[config.mk]
export PLATFORM = sky130hd
export DESIGN_NAME = dacs_top
export DESIGN_NICKNAME = d
export VERILOG_FILES = /design/src/common/dacs_pkg.sv /design/src/rtl/dacs_converter.sv
export SDC_FILE = /design/constraint.sdc
export NUM_CORES = 2
export LEC_CHECK = 0
export BUFFER_PORTS_ARGS = -buffer_cell sky130_fd_sc_hd__buf_4
export CORE_AREA = 2 2 466 468
export DETAILED_ROUTE_END_ITERATION = 8
export DIE_AREA = 0 0 468 470
export GPL_TIMING_DRIVEN = 0
export SLEW_MARGIN = 25
export SYNTH_ARGS = -nofsm -noshare
export SYNTH_HDL_FRONTEND = slang
export SYNTH_HIERARCHICAL = 1
export SYNTH_SLANG_ARGS = --single-unit
[constraint.sdc]
create_clock -name clk_sys -period 45.8 [get_ports clk_sys]
set_input_delay 0 -clock clk_sys [delete_from_list [all_inputs] [get_ports clk_sys]]
set_output_delay 0 -clock clk_sys [all_outputs]
set_load 0.01 [all_outputs]
[src/common/dacs_pkg.sv]
// Shared types and constants for the dual converter sequencer
package dacs_pkg;
    localparam int NUM_CH      = 16;
    localparam int NUM_PAIR    = 8;
    localparam int NUM_EXT     = 8;
    localparam int NUM_INT     = 8;
    localparam int RES_W       = 12;
    localparam int WIN_W       = 6;
    localparam int CONV_CYC    = 13;
    localparam logic [1:0] SRC_EXT  = 2'h0;
    localparam logic [1:0] SRC_INT1 = 2'h1;
    localparam logic [1:0] SRC_INT2 = 2'h2;
    localparam logic [2:0] MUXB_LOWREF = 3'h4;
    localparam logic [11:0] RESULT_RST = 12'h000;

    typedef struct packed {
        logic [2:0]       trigger_select;
        logic [2:0]       input_select;
        logic [2:0]       input_select_b;
        logic [WIN_W-1:0] window;
    } dacs_chan_cfg_t;

    typedef struct packed {
        logic [3:0] chan;
        logic [4:0] int_idx;
    } dacs_int_map_t;

    typedef struct packed {
        logic       valid;
        logic [3:0] chan;
        logic       paired;
        logic [2:0] mux_a;
        logic [2:0] mux_b;
    } dacs_analog_t;
endpackage

[src/rtl/dacs_converter.sv]
// One converter's sequencer: triggers, priority, sampling, results, interrupts
// ---------------------------------------------------------------
// What this block does
// - Sixteen channels, own trigger, input, window.
// - Pair bit n covers channels 2n, 2n+1.
// - Sequential pair channels configure and store separately.
// - Paired: even config used, odd ignored.
// - Any mix of pair settings allowed.
// - Two sample-holds, separate input muxes.
// - Eight external trigger lines per converter.
// - Internal triggers from first, second interrupts.
// - External trigger chosen by trigger select.
// - One conversion at a time, priority ordered.
// - Mux A selects one of six inputs.
// - Mux B: four inputs plus low reference.
// - Sample for converted channel's window.
// - Sixteen result registers per converter.
// - Channels mapped onto eight completion interrupts.
// - Interrupts ANDed across converters (top level).
// - Results shared; configuration control-CPU only.
// ---------------------------------------------------------------
`timescale 1ns/1ps
module dacs_converter
    import dacs_pkg::*;
(
    input  wire logic                           clk_sys,
    input  wire logic                           rst,
    input  wire logic [NUM_EXT-1:0]             ext_trig_sync,
    input  wire dacs_chan_cfg_t [NUM_CH-1:0]    channel_conv_control,
    input  wire logic [NUM_PAIR-1:0]            pair_mode_select,
    input  wire logic [NUM_CH-1:0]              internal_trigger_select_lo,
    input  wire logic [NUM_CH-1:0]              internal_trigger_select_hi,
    input  wire logic [3:0]                     conversion_priority_control,
    input  wire dacs_int_map_t [NUM_INT-1:0]    eoc_interrupt_map,
    input  wire logic [RES_W-1:0]               sample_a_data,
    input  wire logic [RES_W-1:0]               sample_b_data,
    output logic [NUM_CH-1:0][RES_W-1:0]        conv_result,
    output logic [NUM_INT-1:0]                  eoc_int,
    output dacs_analog_t                        analog,
    output logic                                sample_hold,
    output logic                                busy
);
    typedef enum logic [1:0] {ST_IDLE, ST_SAMPLE, ST_CONV, ST_STORE} dacs_state_t;

    typedef struct packed {
        dacs_state_t                 st;
        logic [NUM_CH-1:0]           pend;
        logic [NUM_CH-1:0]           trig_prev;
        logic [WIN_W-1:0]            cnt;
        logic [3:0]                  chan;
        logic                        paired;
        logic [NUM_CH-1:0][RES_W-1:0] res;
        logic [NUM_INT-1:0]          ints;
        dacs_analog_t                ana;
        logic [3:0]                  rr;
        logic                        sh;
        logic                        bz;
    } dacs_conv_state_t;

    dacs_conv_state_t s_q, s_d;

    // ---------------------------------------------------------------
    // Trigger selection per channel
    // ---------------------------------------------------------------
    logic [NUM_CH-1:0] trig_lvl;
    logic [NUM_CH-1:0] eff_odd_off;

    genvar g;
    generate
        for (g = 0; g < NUM_CH; g++) begin : g_trig
            // Own config even for odd channels; a paired odd one is masked below
            localparam int CFG = g;
            logic [1:0] src;
            always_comb begin
                src = {internal_trigger_select_hi[CFG], internal_trigger_select_lo[CFG]};
                case (src)
                    SRC_INT1: trig_lvl[g] = s_q.ints[0];
                    SRC_INT2: trig_lvl[g] = s_q.ints[1];
                    default:  trig_lvl[g] = ext_trig_sync[channel_conv_control[CFG].trigger_select];
                endcase
            end
            // Paired odd channels never raise their own request
            assign eff_odd_off[g] = (g % 2 == 1) && pair_mode_select[g/2];
        end
    endgenerate

    // ---------------------------------------------------------------
    // Next state
    // ---------------------------------------------------------------
    always_comb begin
        logic [NUM_CH-1:0] req;
        logic              found;
        logic [3:0]        idx;
        logic [3:0]        start;
        dacs_chan_cfg_t    cfg;
        logic [NUM_CH-1:0] cand;
        req   = '0;
        cand  = '0;
        found = 1'b0;
        idx   = '0;
        start = '0;
        cfg   = '0;
        s_d   = s_q;
        s_d.trig_prev = trig_lvl;
        // Set on rising edge wins over clear by grant
        req = trig_lvl & ~s_q.trig_prev & ~eff_odd_off;
        // A stale odd request waits until its pair is split again
        cand = s_q.pend & ~eff_odd_off;
        // Priority: channels below the boundary are fixed high priority,
        // the rest share round-robin so none starves
        for (int i = 0; i < NUM_CH; i++) begin
            if (!found && cand[i] && 4'(i) < conversion_priority_control) begin
                found = 1'b1;
                idx   = 4'(i);
            end
        end
        start = (s_q.rr < conversion_priority_control) ? conversion_priority_control : s_q.rr;
        for (int k = 0; k < NUM_CH; k++) begin
            if (!found && cand[4'(start + 4'(k))] && (4'(start + 4'(k)) >= conversion_priority_control)) begin
                found = 1'b1;
                idx   = 4'(start + 4'(k));
            end
        end
        s_d.ints = '0;
        case (s_q.st)
            ST_IDLE: begin
                if (found) begin
                    cfg          = channel_conv_control[idx];
                    s_d.st       = ST_SAMPLE;
                    s_d.chan     = idx;
                    s_d.paired   = pair_mode_select[idx[3:1]];
                    s_d.cnt      = cfg.window;
                    s_d.pend[idx] = 1'b0;
                    s_d.rr       = 4'(idx + 4'h1);
                    s_d.ana.valid  = 1'b1;
                    s_d.ana.chan   = idx;
                    s_d.ana.paired = pair_mode_select[idx[3:1]];
                    s_d.ana.mux_a  = (cfg.input_select > 3'h5) ? 3'h5 : cfg.input_select;
                    s_d.ana.mux_b  = (cfg.input_select_b > MUXB_LOWREF) ? MUXB_LOWREF
                                                                      : cfg.input_select_b;
                end
            end
            ST_SAMPLE: begin
                if (s_q.cnt == '0) begin
                    s_d.st  = ST_CONV;
                    s_d.cnt = WIN_W'(CONV_CYC);
                end else begin
                    s_d.cnt = s_q.cnt - 1'b1;
                end
            end
            ST_CONV: begin
                if (s_q.cnt == '0) begin
                    s_d.st = ST_STORE;
                end else begin
                    s_d.cnt = s_q.cnt - 1'b1;
                end
            end
            ST_STORE: begin
                s_d.st        = ST_IDLE;
                s_d.ana.valid = 1'b0;
                s_d.res[s_q.chan] = sample_a_data;
                if (s_q.paired) begin
                    s_d.res[{s_q.chan[3:1], 1'b1}] = sample_b_data;
                end
                for (int j = 0; j < NUM_INT; j++) begin
                    if (!eoc_interrupt_map[j].int_idx[4] &&
                        (eoc_interrupt_map[j].chan == s_q.chan ||
                         (s_q.paired && eoc_interrupt_map[j].chan == {s_q.chan[3:1], 1'b1}))) begin
                        s_d.ints[j] = 1'b1;
                    end
                end
            end
            default: s_d.st = ST_IDLE;
        endcase
        s_d.pend = s_d.pend | req;
        // Registered decodes keep the status outputs glitch free
        s_d.sh   = (s_d.st == ST_SAMPLE);
        s_d.bz   = (s_d.st != ST_IDLE);
    end

    // ---------------------------------------------------------------
    // Registers
    // ---------------------------------------------------------------
    always_ff @(posedge clk_sys or posedge rst) begin
        if (rst) begin
            s_q <= '0;
        end else begin
            s_q <= s_d;
        end
    end

    // ---------------------------------------------------------------
    // Outputs
    // ---------------------------------------------------------------
    // Results are plain storage; any reader may sample them
    assign conv_result = s_q.res;
    assign eoc_int     = s_q.ints;
    assign analog      = s_q.ana;
    assign sample_hold = s_q.sh;
    assign busy        = s_q.bz;
endmodule

// ---------------------------------------------------------------
// Two converters and the combined interrupts
// ---------------------------------------------------------------
module dacs_top
    import dacs_pkg::*;
(
    input  wire logic                                clk_sys,
    input  wire logic                                rst,
    input  wire logic [1:0][NUM_EXT-1:0]             ext_trig,
    input  wire logic                                ctl_cpu_wr,
    input  wire dacs_chan_cfg_t [1:0][NUM_CH-1:0]    channel_conv_control,
    input  wire logic [1:0][NUM_PAIR-1:0]            pair_mode_select,
    input  wire logic [1:0][NUM_CH-1:0]              internal_trigger_select_lo,
    input  wire logic [1:0][NUM_CH-1:0]              internal_trigger_select_hi,
    input  wire logic [1:0][3:0]                     conversion_priority_control,
    input  wire dacs_int_map_t [1:0][NUM_INT-1:0]    eoc_interrupt_map,
    input  wire logic [1:0][RES_W-1:0]               sample_a_data,
    input  wire logic [1:0][RES_W-1:0]               sample_b_data,
    output logic [1:0][NUM_CH-1:0][RES_W-1:0]        conv_result,
    output logic [NUM_INT-1:0]                       eoc_int_combined,
    output dacs_analog_t [1:0]                       analog,
    output logic [1:0]                               sample_hold,
    output logic [1:0]                               busy
);
    // Configuration held locally, loaded only by the control CPU strobe
    typedef struct packed {
        logic [1:0][NUM_EXT-1:0]          s1;
        logic [1:0][NUM_EXT-1:0]          s2;
        dacs_chan_cfg_t [1:0][NUM_CH-1:0] cc;
        logic [1:0][NUM_PAIR-1:0]         pm;
        logic [1:0][NUM_CH-1:0]           lo;
        logic [1:0][NUM_CH-1:0]           hi;
        logic [1:0][3:0]                  pr;
        dacs_int_map_t [1:0][NUM_INT-1:0] im;
        logic [NUM_INT-1:0]               ic;
    } dacs_top_state_t;

    dacs_top_state_t t_q, t_d;
    logic [1:0][NUM_INT-1:0] ints;

    // ---------------------------------------------------------------
    // Configuration copy and trigger synchronisers
    // ---------------------------------------------------------------
    // Raw trigger pins may be metastable, so two flops come before edge detection
    always_comb begin
        t_d    = t_q;
        t_d.s1 = ext_trig;
        t_d.s2 = t_q.s1;
        if (ctl_cpu_wr) begin
            t_d.cc = channel_conv_control;
            t_d.pm = pair_mode_select;
            t_d.lo = internal_trigger_select_lo;
            t_d.hi = internal_trigger_select_hi;
            t_d.pr = conversion_priority_control;
            t_d.im = eoc_interrupt_map;
        end
        t_d.ic = ints[0] & ints[1];
    end

    // ---------------------------------------------------------------
    // Registers
    // ---------------------------------------------------------------
    always_ff @(posedge clk_sys or posedge rst) begin
        if (rst) begin
            t_q <= '0;
        end else begin
            t_q <= t_d;
        end
    end

    assign eoc_int_combined = t_q.ic;

    // ---------------------------------------------------------------
    // Converter instances
    // ---------------------------------------------------------------
    genvar c;
    generate
        for (c = 0; c < 2; c++) begin : g_conv
            dacs_converter u_conv (
                .clk_sys                    (clk_sys),
                .rst                        (rst),
                .ext_trig_sync              (t_q.s2[c]),
                .channel_conv_control       (t_q.cc[c]),
                .pair_mode_select           (t_q.pm[c]),
                .internal_trigger_select_lo (t_q.lo[c]),
                .internal_trigger_select_hi (t_q.hi[c]),
                .conversion_priority_control(t_q.pr[c]),
                .eoc_interrupt_map          (t_q.im[c]),
                .sample_a_data              (sample_a_data[c]),
                .sample_b_data              (sample_b_data[c]),
                .conv_result                (conv_result[c]),
                .eoc_int                    (ints[c]),
                .analog                     (analog[c]),
                .sample_hold                (sample_hold[c]),
                .busy                       (busy[c])
            );
        end
    endgenerate
endmodule

### Word-level counts from Yosys, hierarchy flattened

Cells that the tools add are included.

| storage, ports and cells | value |
|---|---|
| flip-flop bits (word level) | 1268 |
| bits of input ports | 779 |
| output and inout bits | 420 |
| logic and storage cells | 1170 |

| cells by class | value |
|---|---|
| add/sub/neg operators | 34 |
| $lt $le $gt $ge | 148 |
| eq/ne operators | 108 |
| muxes and demuxes | 358 |
| bitwise gates (word level) | 17 |
| reduce and logical (&&, ||, !) cells | 274 |

Operators by type and width:

| cell | number |
|---|---|
| $bwmux W192 | 4 |
| $mux W192 | 2 |
| $mux W4 | 50 |
| $lt A4 B5 Y1 const B | 38 |
| $logic_and A1 B1 Y1 | 164 |
| $mux W1 | 150 |
| $lt A3 B4 Y1 const B | 34 |
| $and A16 B16 Y16 | 8 |
| $bmux W1 S4 | 32 |
| $eq A4 B4 Y1 | 32 |
| $ge A4 B4 Y1 | 32 |
| $bmux W15 S4 | 2 |
| $bmux W1 S3 | 34 |
| $demux W12 S4 | 2 |
| $not A16 Y16 | 6 |
| $logic_not A1 Y1 | 78 |
| $demux W12 S3 | 2 |
| $eq A2 B1 Y1 const B | 36 |
| $eq A2 B2 Y1 const B | 36 |
| $mux W12 | 6 |
| $pmux W1 S2 | 34 |
| $add A4 B4 Y4 const B | 16 |
| $lt A4 B4 Y1 const A | 16 |
| $mux W16 | 4 |
| 30 further kinds | 121 |

### Depth between registers and ports, before layout

| logic depth | value |
|---|---|
| depth in word-level cells | 137 |
| mapped depth | 36 |
| depth with buffers taken out | 29 |

### Cells and area by module

The synthesis kept the hierarchy.

By module, submodules not included:

| module | times used | cells each | area an instance (µm²) | seq. area each (µm²) |
|---|---|---|---|---|
| dacs_top | 1 | 1560 | 31037.3 | 18818.0 |
| dacs_converter (g_conv[1].u_conv) | 1 | 2266 | 20111.8 | 6456.2 |
| dacs_converter (g_conv[0].u_conv) | 1 | 2143 | 19867.8 | 6456.2 |

### Worst setup path before layout

OpenSTA, ideal clock, no wires.

| path | value |
|---|---|
| path kind | register -> register |
| start point | register t_q[153] (netlist name) |
| end point | register g_conv[0].u_conv/s_q[226] (netlist name) |
| library setup time | 125 ps |
| arrival | 7440 ps |
| required time | 45675 ps |
| slack | 38235 ps |
| stages on the path, launching flop included | 32 |
| buffers on the path | 7 |
| period minus slack after synthesis | 7565 ps |
| cells stage by stage | dfrtp_1 > clkbuf_1 > inv_1 > clkbuf_1 > ha_1 > inv_1 > o21a_1 > o21ai_1 > clkbuf_1 > and2_1 > clkbuf_1 > inv_1 > ha_1 > or4_1 > nand4_2 > inv_1 > ha_1 > a21o_1 > a21o_1 > o211ai_2 > nand3_2 > or4b_1 > buf_2 > buf_2 > nor3_1 > nor4_1 > nor2_4 > buf_6 > mux4_2 > mux4_2 > inv_1 > o21ai_1 |

| between the ends | value |
|---|---|
| word-level cells in the longest chain between the ends | 131 |
| elaborated cells between the ends (all ways) | 244 |
| those cells by class | add/sub (15); order compare (33); eq/ne (1); mux (100); reduce/logical (95) |

Ends and longest elaborated chain:

| element | line | text |
|---|---|---|
| start, declared | dacs_converter.sv:240 | `dacs_top_state_t t_q, t_d;` |
| start signal, assigned | dacs_converter.sv:269 | `t_q <= t_d;` |
| $lt A1 B4 Y1 | dacs_converter.sv:112 | `if (!found && cand[i] && 4'(i) < conversion_priority_control) begin` |
| $logic_and A1 B1 Y1 | dacs_converter.sv:112 |  |
| $mux W1 | dacs_converter.sv:112 |  |
| $logic_not A1 Y1 | dacs_converter.sv:112 |  |
| $logic_and A1 B1 Y1 (2 in a row) | dacs_converter.sv:112 |  |
| $mux W1 | dacs_converter.sv:112 |  |
| $logic_not A1 Y1 | dacs_converter.sv:112 |  |
| $logic_and A1 B1 Y1 (2 in a row) | dacs_converter.sv:112 |  |
| [112 not listed] | n/a |  |
| $mux W1 | dacs_converter.sv:119 | `if (!found && cand[4'(start + 4'(k))] && (4'(start + 4'(k)) >= conversion_priority_control)) begin` |
| $logic_not A1 Y1 | dacs_converter.sv:119 |  |
| $logic_and A1 B1 Y1 (2 in a row) | dacs_converter.sv:119 |  |
| $mux W4 | dacs_converter.sv:119 |  |
| $bmux W15 S4 | dacs_converter.sv:128 | `cfg = channel_conv_control[idx];` |
| $mux W12 (not written as such) | dacs_converter.sv:128 |  |
| $mux W11 | dacs_converter.sv:127 | `if (found) begin` |
| $pmux W6 S3 | dacs_converter.sv:125 | `case (s_q.st)` |
| end signal, assigned | dacs_converter.sv:186 | `s_q <= '0;` |
| end signal, assigned | dacs_converter.sv:188 | `s_q <= s_d;` |
| end, declared | dacs_converter.sv:60 | `dacs_conv_state_t s_q, s_d;` |

Several ways; a longest one is shown, not always the timed one. The select of a mux whose other input is x is not followed.
A chain may end at the register's enable or synchronous reset.

### Worst setup path after layout

| path | value |
|---|---|
| start point | register t_q[155] (netlist name) |
| end point | register g_conv[0].u_conv.s_q (netlist bit g_conv[0].u_conv/analog[1]) |

| between the ends | value |
|---|---|
| word-level cells in the longest chain between the ends | 131 |
| elaborated cells between the ends (all ways) | 243 |
| those cells by class | add/sub (15); order compare (34); mux (99); reduce/logical (95) |

Ends and longest elaborated chain:

| element | line | text |
|---|---|---|
| $lt A1 B4 Y1 | dacs_converter.sv:112 |  |
| $logic_and A1 B1 Y1 | dacs_converter.sv:112 |  |
| $mux W1 | dacs_converter.sv:112 |  |
| $logic_not A1 Y1 | dacs_converter.sv:112 |  |
| $logic_and A1 B1 Y1 (2 in a row) | dacs_converter.sv:112 |  |
| $mux W1 | dacs_converter.sv:112 |  |
| $logic_not A1 Y1 | dacs_converter.sv:112 |  |
| $logic_and A1 B1 Y1 (2 in a row) | dacs_converter.sv:112 |  |
| [112 not listed] | n/a |  |
| $mux W1 | dacs_converter.sv:119 |  |
| $logic_not A1 Y1 | dacs_converter.sv:119 |  |
| $logic_and A1 B1 Y1 (2 in a row) | dacs_converter.sv:119 |  |
| $mux W4 | dacs_converter.sv:119 |  |
| $bmux W15 S4 | dacs_converter.sv:128 |  |
| $mux W12 (not written as such) | dacs_converter.sv:128 |  |
| $gt A3 B3 Y1 | dacs_converter.sv:139 | `s_d.ana.mux_b = (cfg.input_select_b > MUXB_LOWREF) ? MUXB_LOWREF` |
| $mux W3 | dacs_converter.sv:139 |  |

Several ways; a longest one is shown, not always the timed one. The select of a mux whose other input is x is not followed.

==> impl_metrics.env <==
export IMPL_antenna_found_initial=85
export IMPL_clockRootBuffer="clkbuf_16"
export IMPL_ctsHoldBuffers=1905
export IMPL_cts_buffer_depth=3
export IMPL_ios=1199
export IMPL_drt_vias_per_instance=5.31
export IMPL_tightest_slew_ps=1150
export IMPL_grtUsageTotal_pct=29.2
export IMPL_first_iter_violations=6181
export IMPL_wl_um=332000
export IMPL_syn_nets=6784
export IMPL_grt_max_degree=100
export IMPL_final_common_cell="dlygate4sd3_1"
export IMPL_syn_inst=5841
export IMPL_hpwl_um=223000
export IMPL_synthesis_area_um2=68500
export IMPL_powerDensity_nw_per_um2=48.0
export IMPL_fin_cells=12000
export IMPL_stdcell_area_um2=105000
export IMPL_coreArea_um2=216000
export IMPL_finalSetupTns_ps=0
export IMPL_irDropWorstVdd_mv=0.0386
export IMPL_timing_hold_ws_ps=26.9
export IMPL_path_common_cell="clkbuf_1"
export IMPL_first_pass_iters=6
export IMPL_clk_latency_ps=820
export IMPL_fin_worst_skew_ps=61.3
export IMPL_crit_path_end_kind="register"
export IMPL_drc=0
export IMPL_clk_pin_slew_ps=60
export IMPL_fmax_mhz=89.3
export IMPL_cts_resized=0
export IMPL_crit_fanout=21
export IMPL_finalHoldViolCount=0
export IMPL_grt_pass1_wl_um=473000
export IMPL_dieArea_um2=220000
export IMPL_fin_crit_ps=11200
export IMPL_final_antenna_net_count=0
export IMPL_worstPathArrival_ps=11890
export IMPL_slew_headroom_pct=23.4
export IMPL_wl_per_cell_um=27.6
export IMPL_synth_warnings=6
export IMPL_status="finished clean"
export IMPL_power_static_leakage_nw=47.1
export IMPL_layout_common_cells="dlygate4sd3_1, buf_4, dfrtp_1"
export IMPL_globalRouteOverflowTotal=0
export IMPL_die_x_um=468
export IMPL_place_inst=9828
export IMPL_finalMaxSlewViolations=0
export IMPL_cts_tree="yes"
export IMPL_drive_above_1_share_pct=32.9
export IMPL_io_buffers=1109
export IMPL_cp_slowest_stage_delay_ps=780
export IMPL_cts_htree_levels=4
export IMPL_max_cap_violations=0
export IMPL_gp_congestion=0.940
export IMPL_dpl_cell_area_um2=81000
export IMPL_cpMaxStageDelayCell="inv_1"
export IMPL_die_height_um=470
export IMPL_numCtsBuffers=138
export IMPL_hold_path_class="primary input to register"
export IMPL_cp_data_required_time_ps=46490
export IMPL_finalSetupViolCount=0
export IMPL_rsz0062_at_grt="false"
export IMPL_worst_setup_path_start_kind="register"
export IMPL_cts_num_sinks=1204
export IMPL_crit_type="register to register"
export IMPL_period_share_pct=24.5
export IMPL_rows=171
export IMPL_avgSynthCellArea_um2=11.7
export IMPL_start_util_pct=31.7
export IMPL_fin_nets=9962
export IMPL_grt_pass1_vias=67700
export IMPL_vias=63900
export IMPL_syn_to_final_growth_pct=53.1
export IMPL_cts_setup_buffers=0
area by class of cell:
type / instances / area [um2]
antenna: 71 / 178
buffer: 822 / 6130
clock buffer: 205 / 4120
clock inverter: 39 / 460
fill: 18400 / 111000
inverter: 138 / 542
multi-input combinational: 3677 / 31800
sequential: 1204 / 30100
tap: 2854 / 3570
timing repair buffer: 3038 / 27900
report_power, final:
part | leakage [nW] | internal (mW) | switching [mW]
sequential | 13.7 | 1.23 | 0.137
combinational | 31.1 | 1.08 | 1.43
clock | 2.24 | 0.651 | 0.502
routing by layer:
metal	wire, um	track usage (%)
met1	126000	33.9
met5	248	0.0439
met2	156000	47.9
met3	25800	7.07
met4	24400	19.4
critical path: cells and delay by family (launching register included):
kind | cells | cell delay [ps]
AO/OA/AOI/OAI | 9 | 2400
AND/OR/NAND/NOR | 8 | 2980
adder cells (fa/ha/maj) | 3 | 1240
buffers and inverters | 9 | 3890
flip-flops | 1 | 510
final timing paths:
check	end	slack [ps]	start	cells past startpoint
worst max-delay path	g_conv[0].u_conv/analog[1]	34600	t_q[155]	29
worst min-delay path	t_q[472]	30	ctl_cpu_wr	4
worst max register to register	g_conv[0].u_conv/analog[1]	34600	t_q[155]	29
worst min register to register	t_q[735]	350	t_d[735]	0
max in group asynchronous	t_q[304]	42570	rst	9
min in group asynchronous	t_q[42]	480	rst	4
metrics by stage:
step / power [mW] / util (%) / setup WS [ps]
after floorplan: 2.76 / - / 26510
after global placement: 3.59 / 37.3 / 17360
after detailed placement: 3.62 / 37.6 / 34880
after CTS: 4.93 / 48.5 / 34870
after global routing: 5.24 / 48.6 / 34170
final: 5.03 / 48.6 / 34600
(Power assumes the default switching activity.)
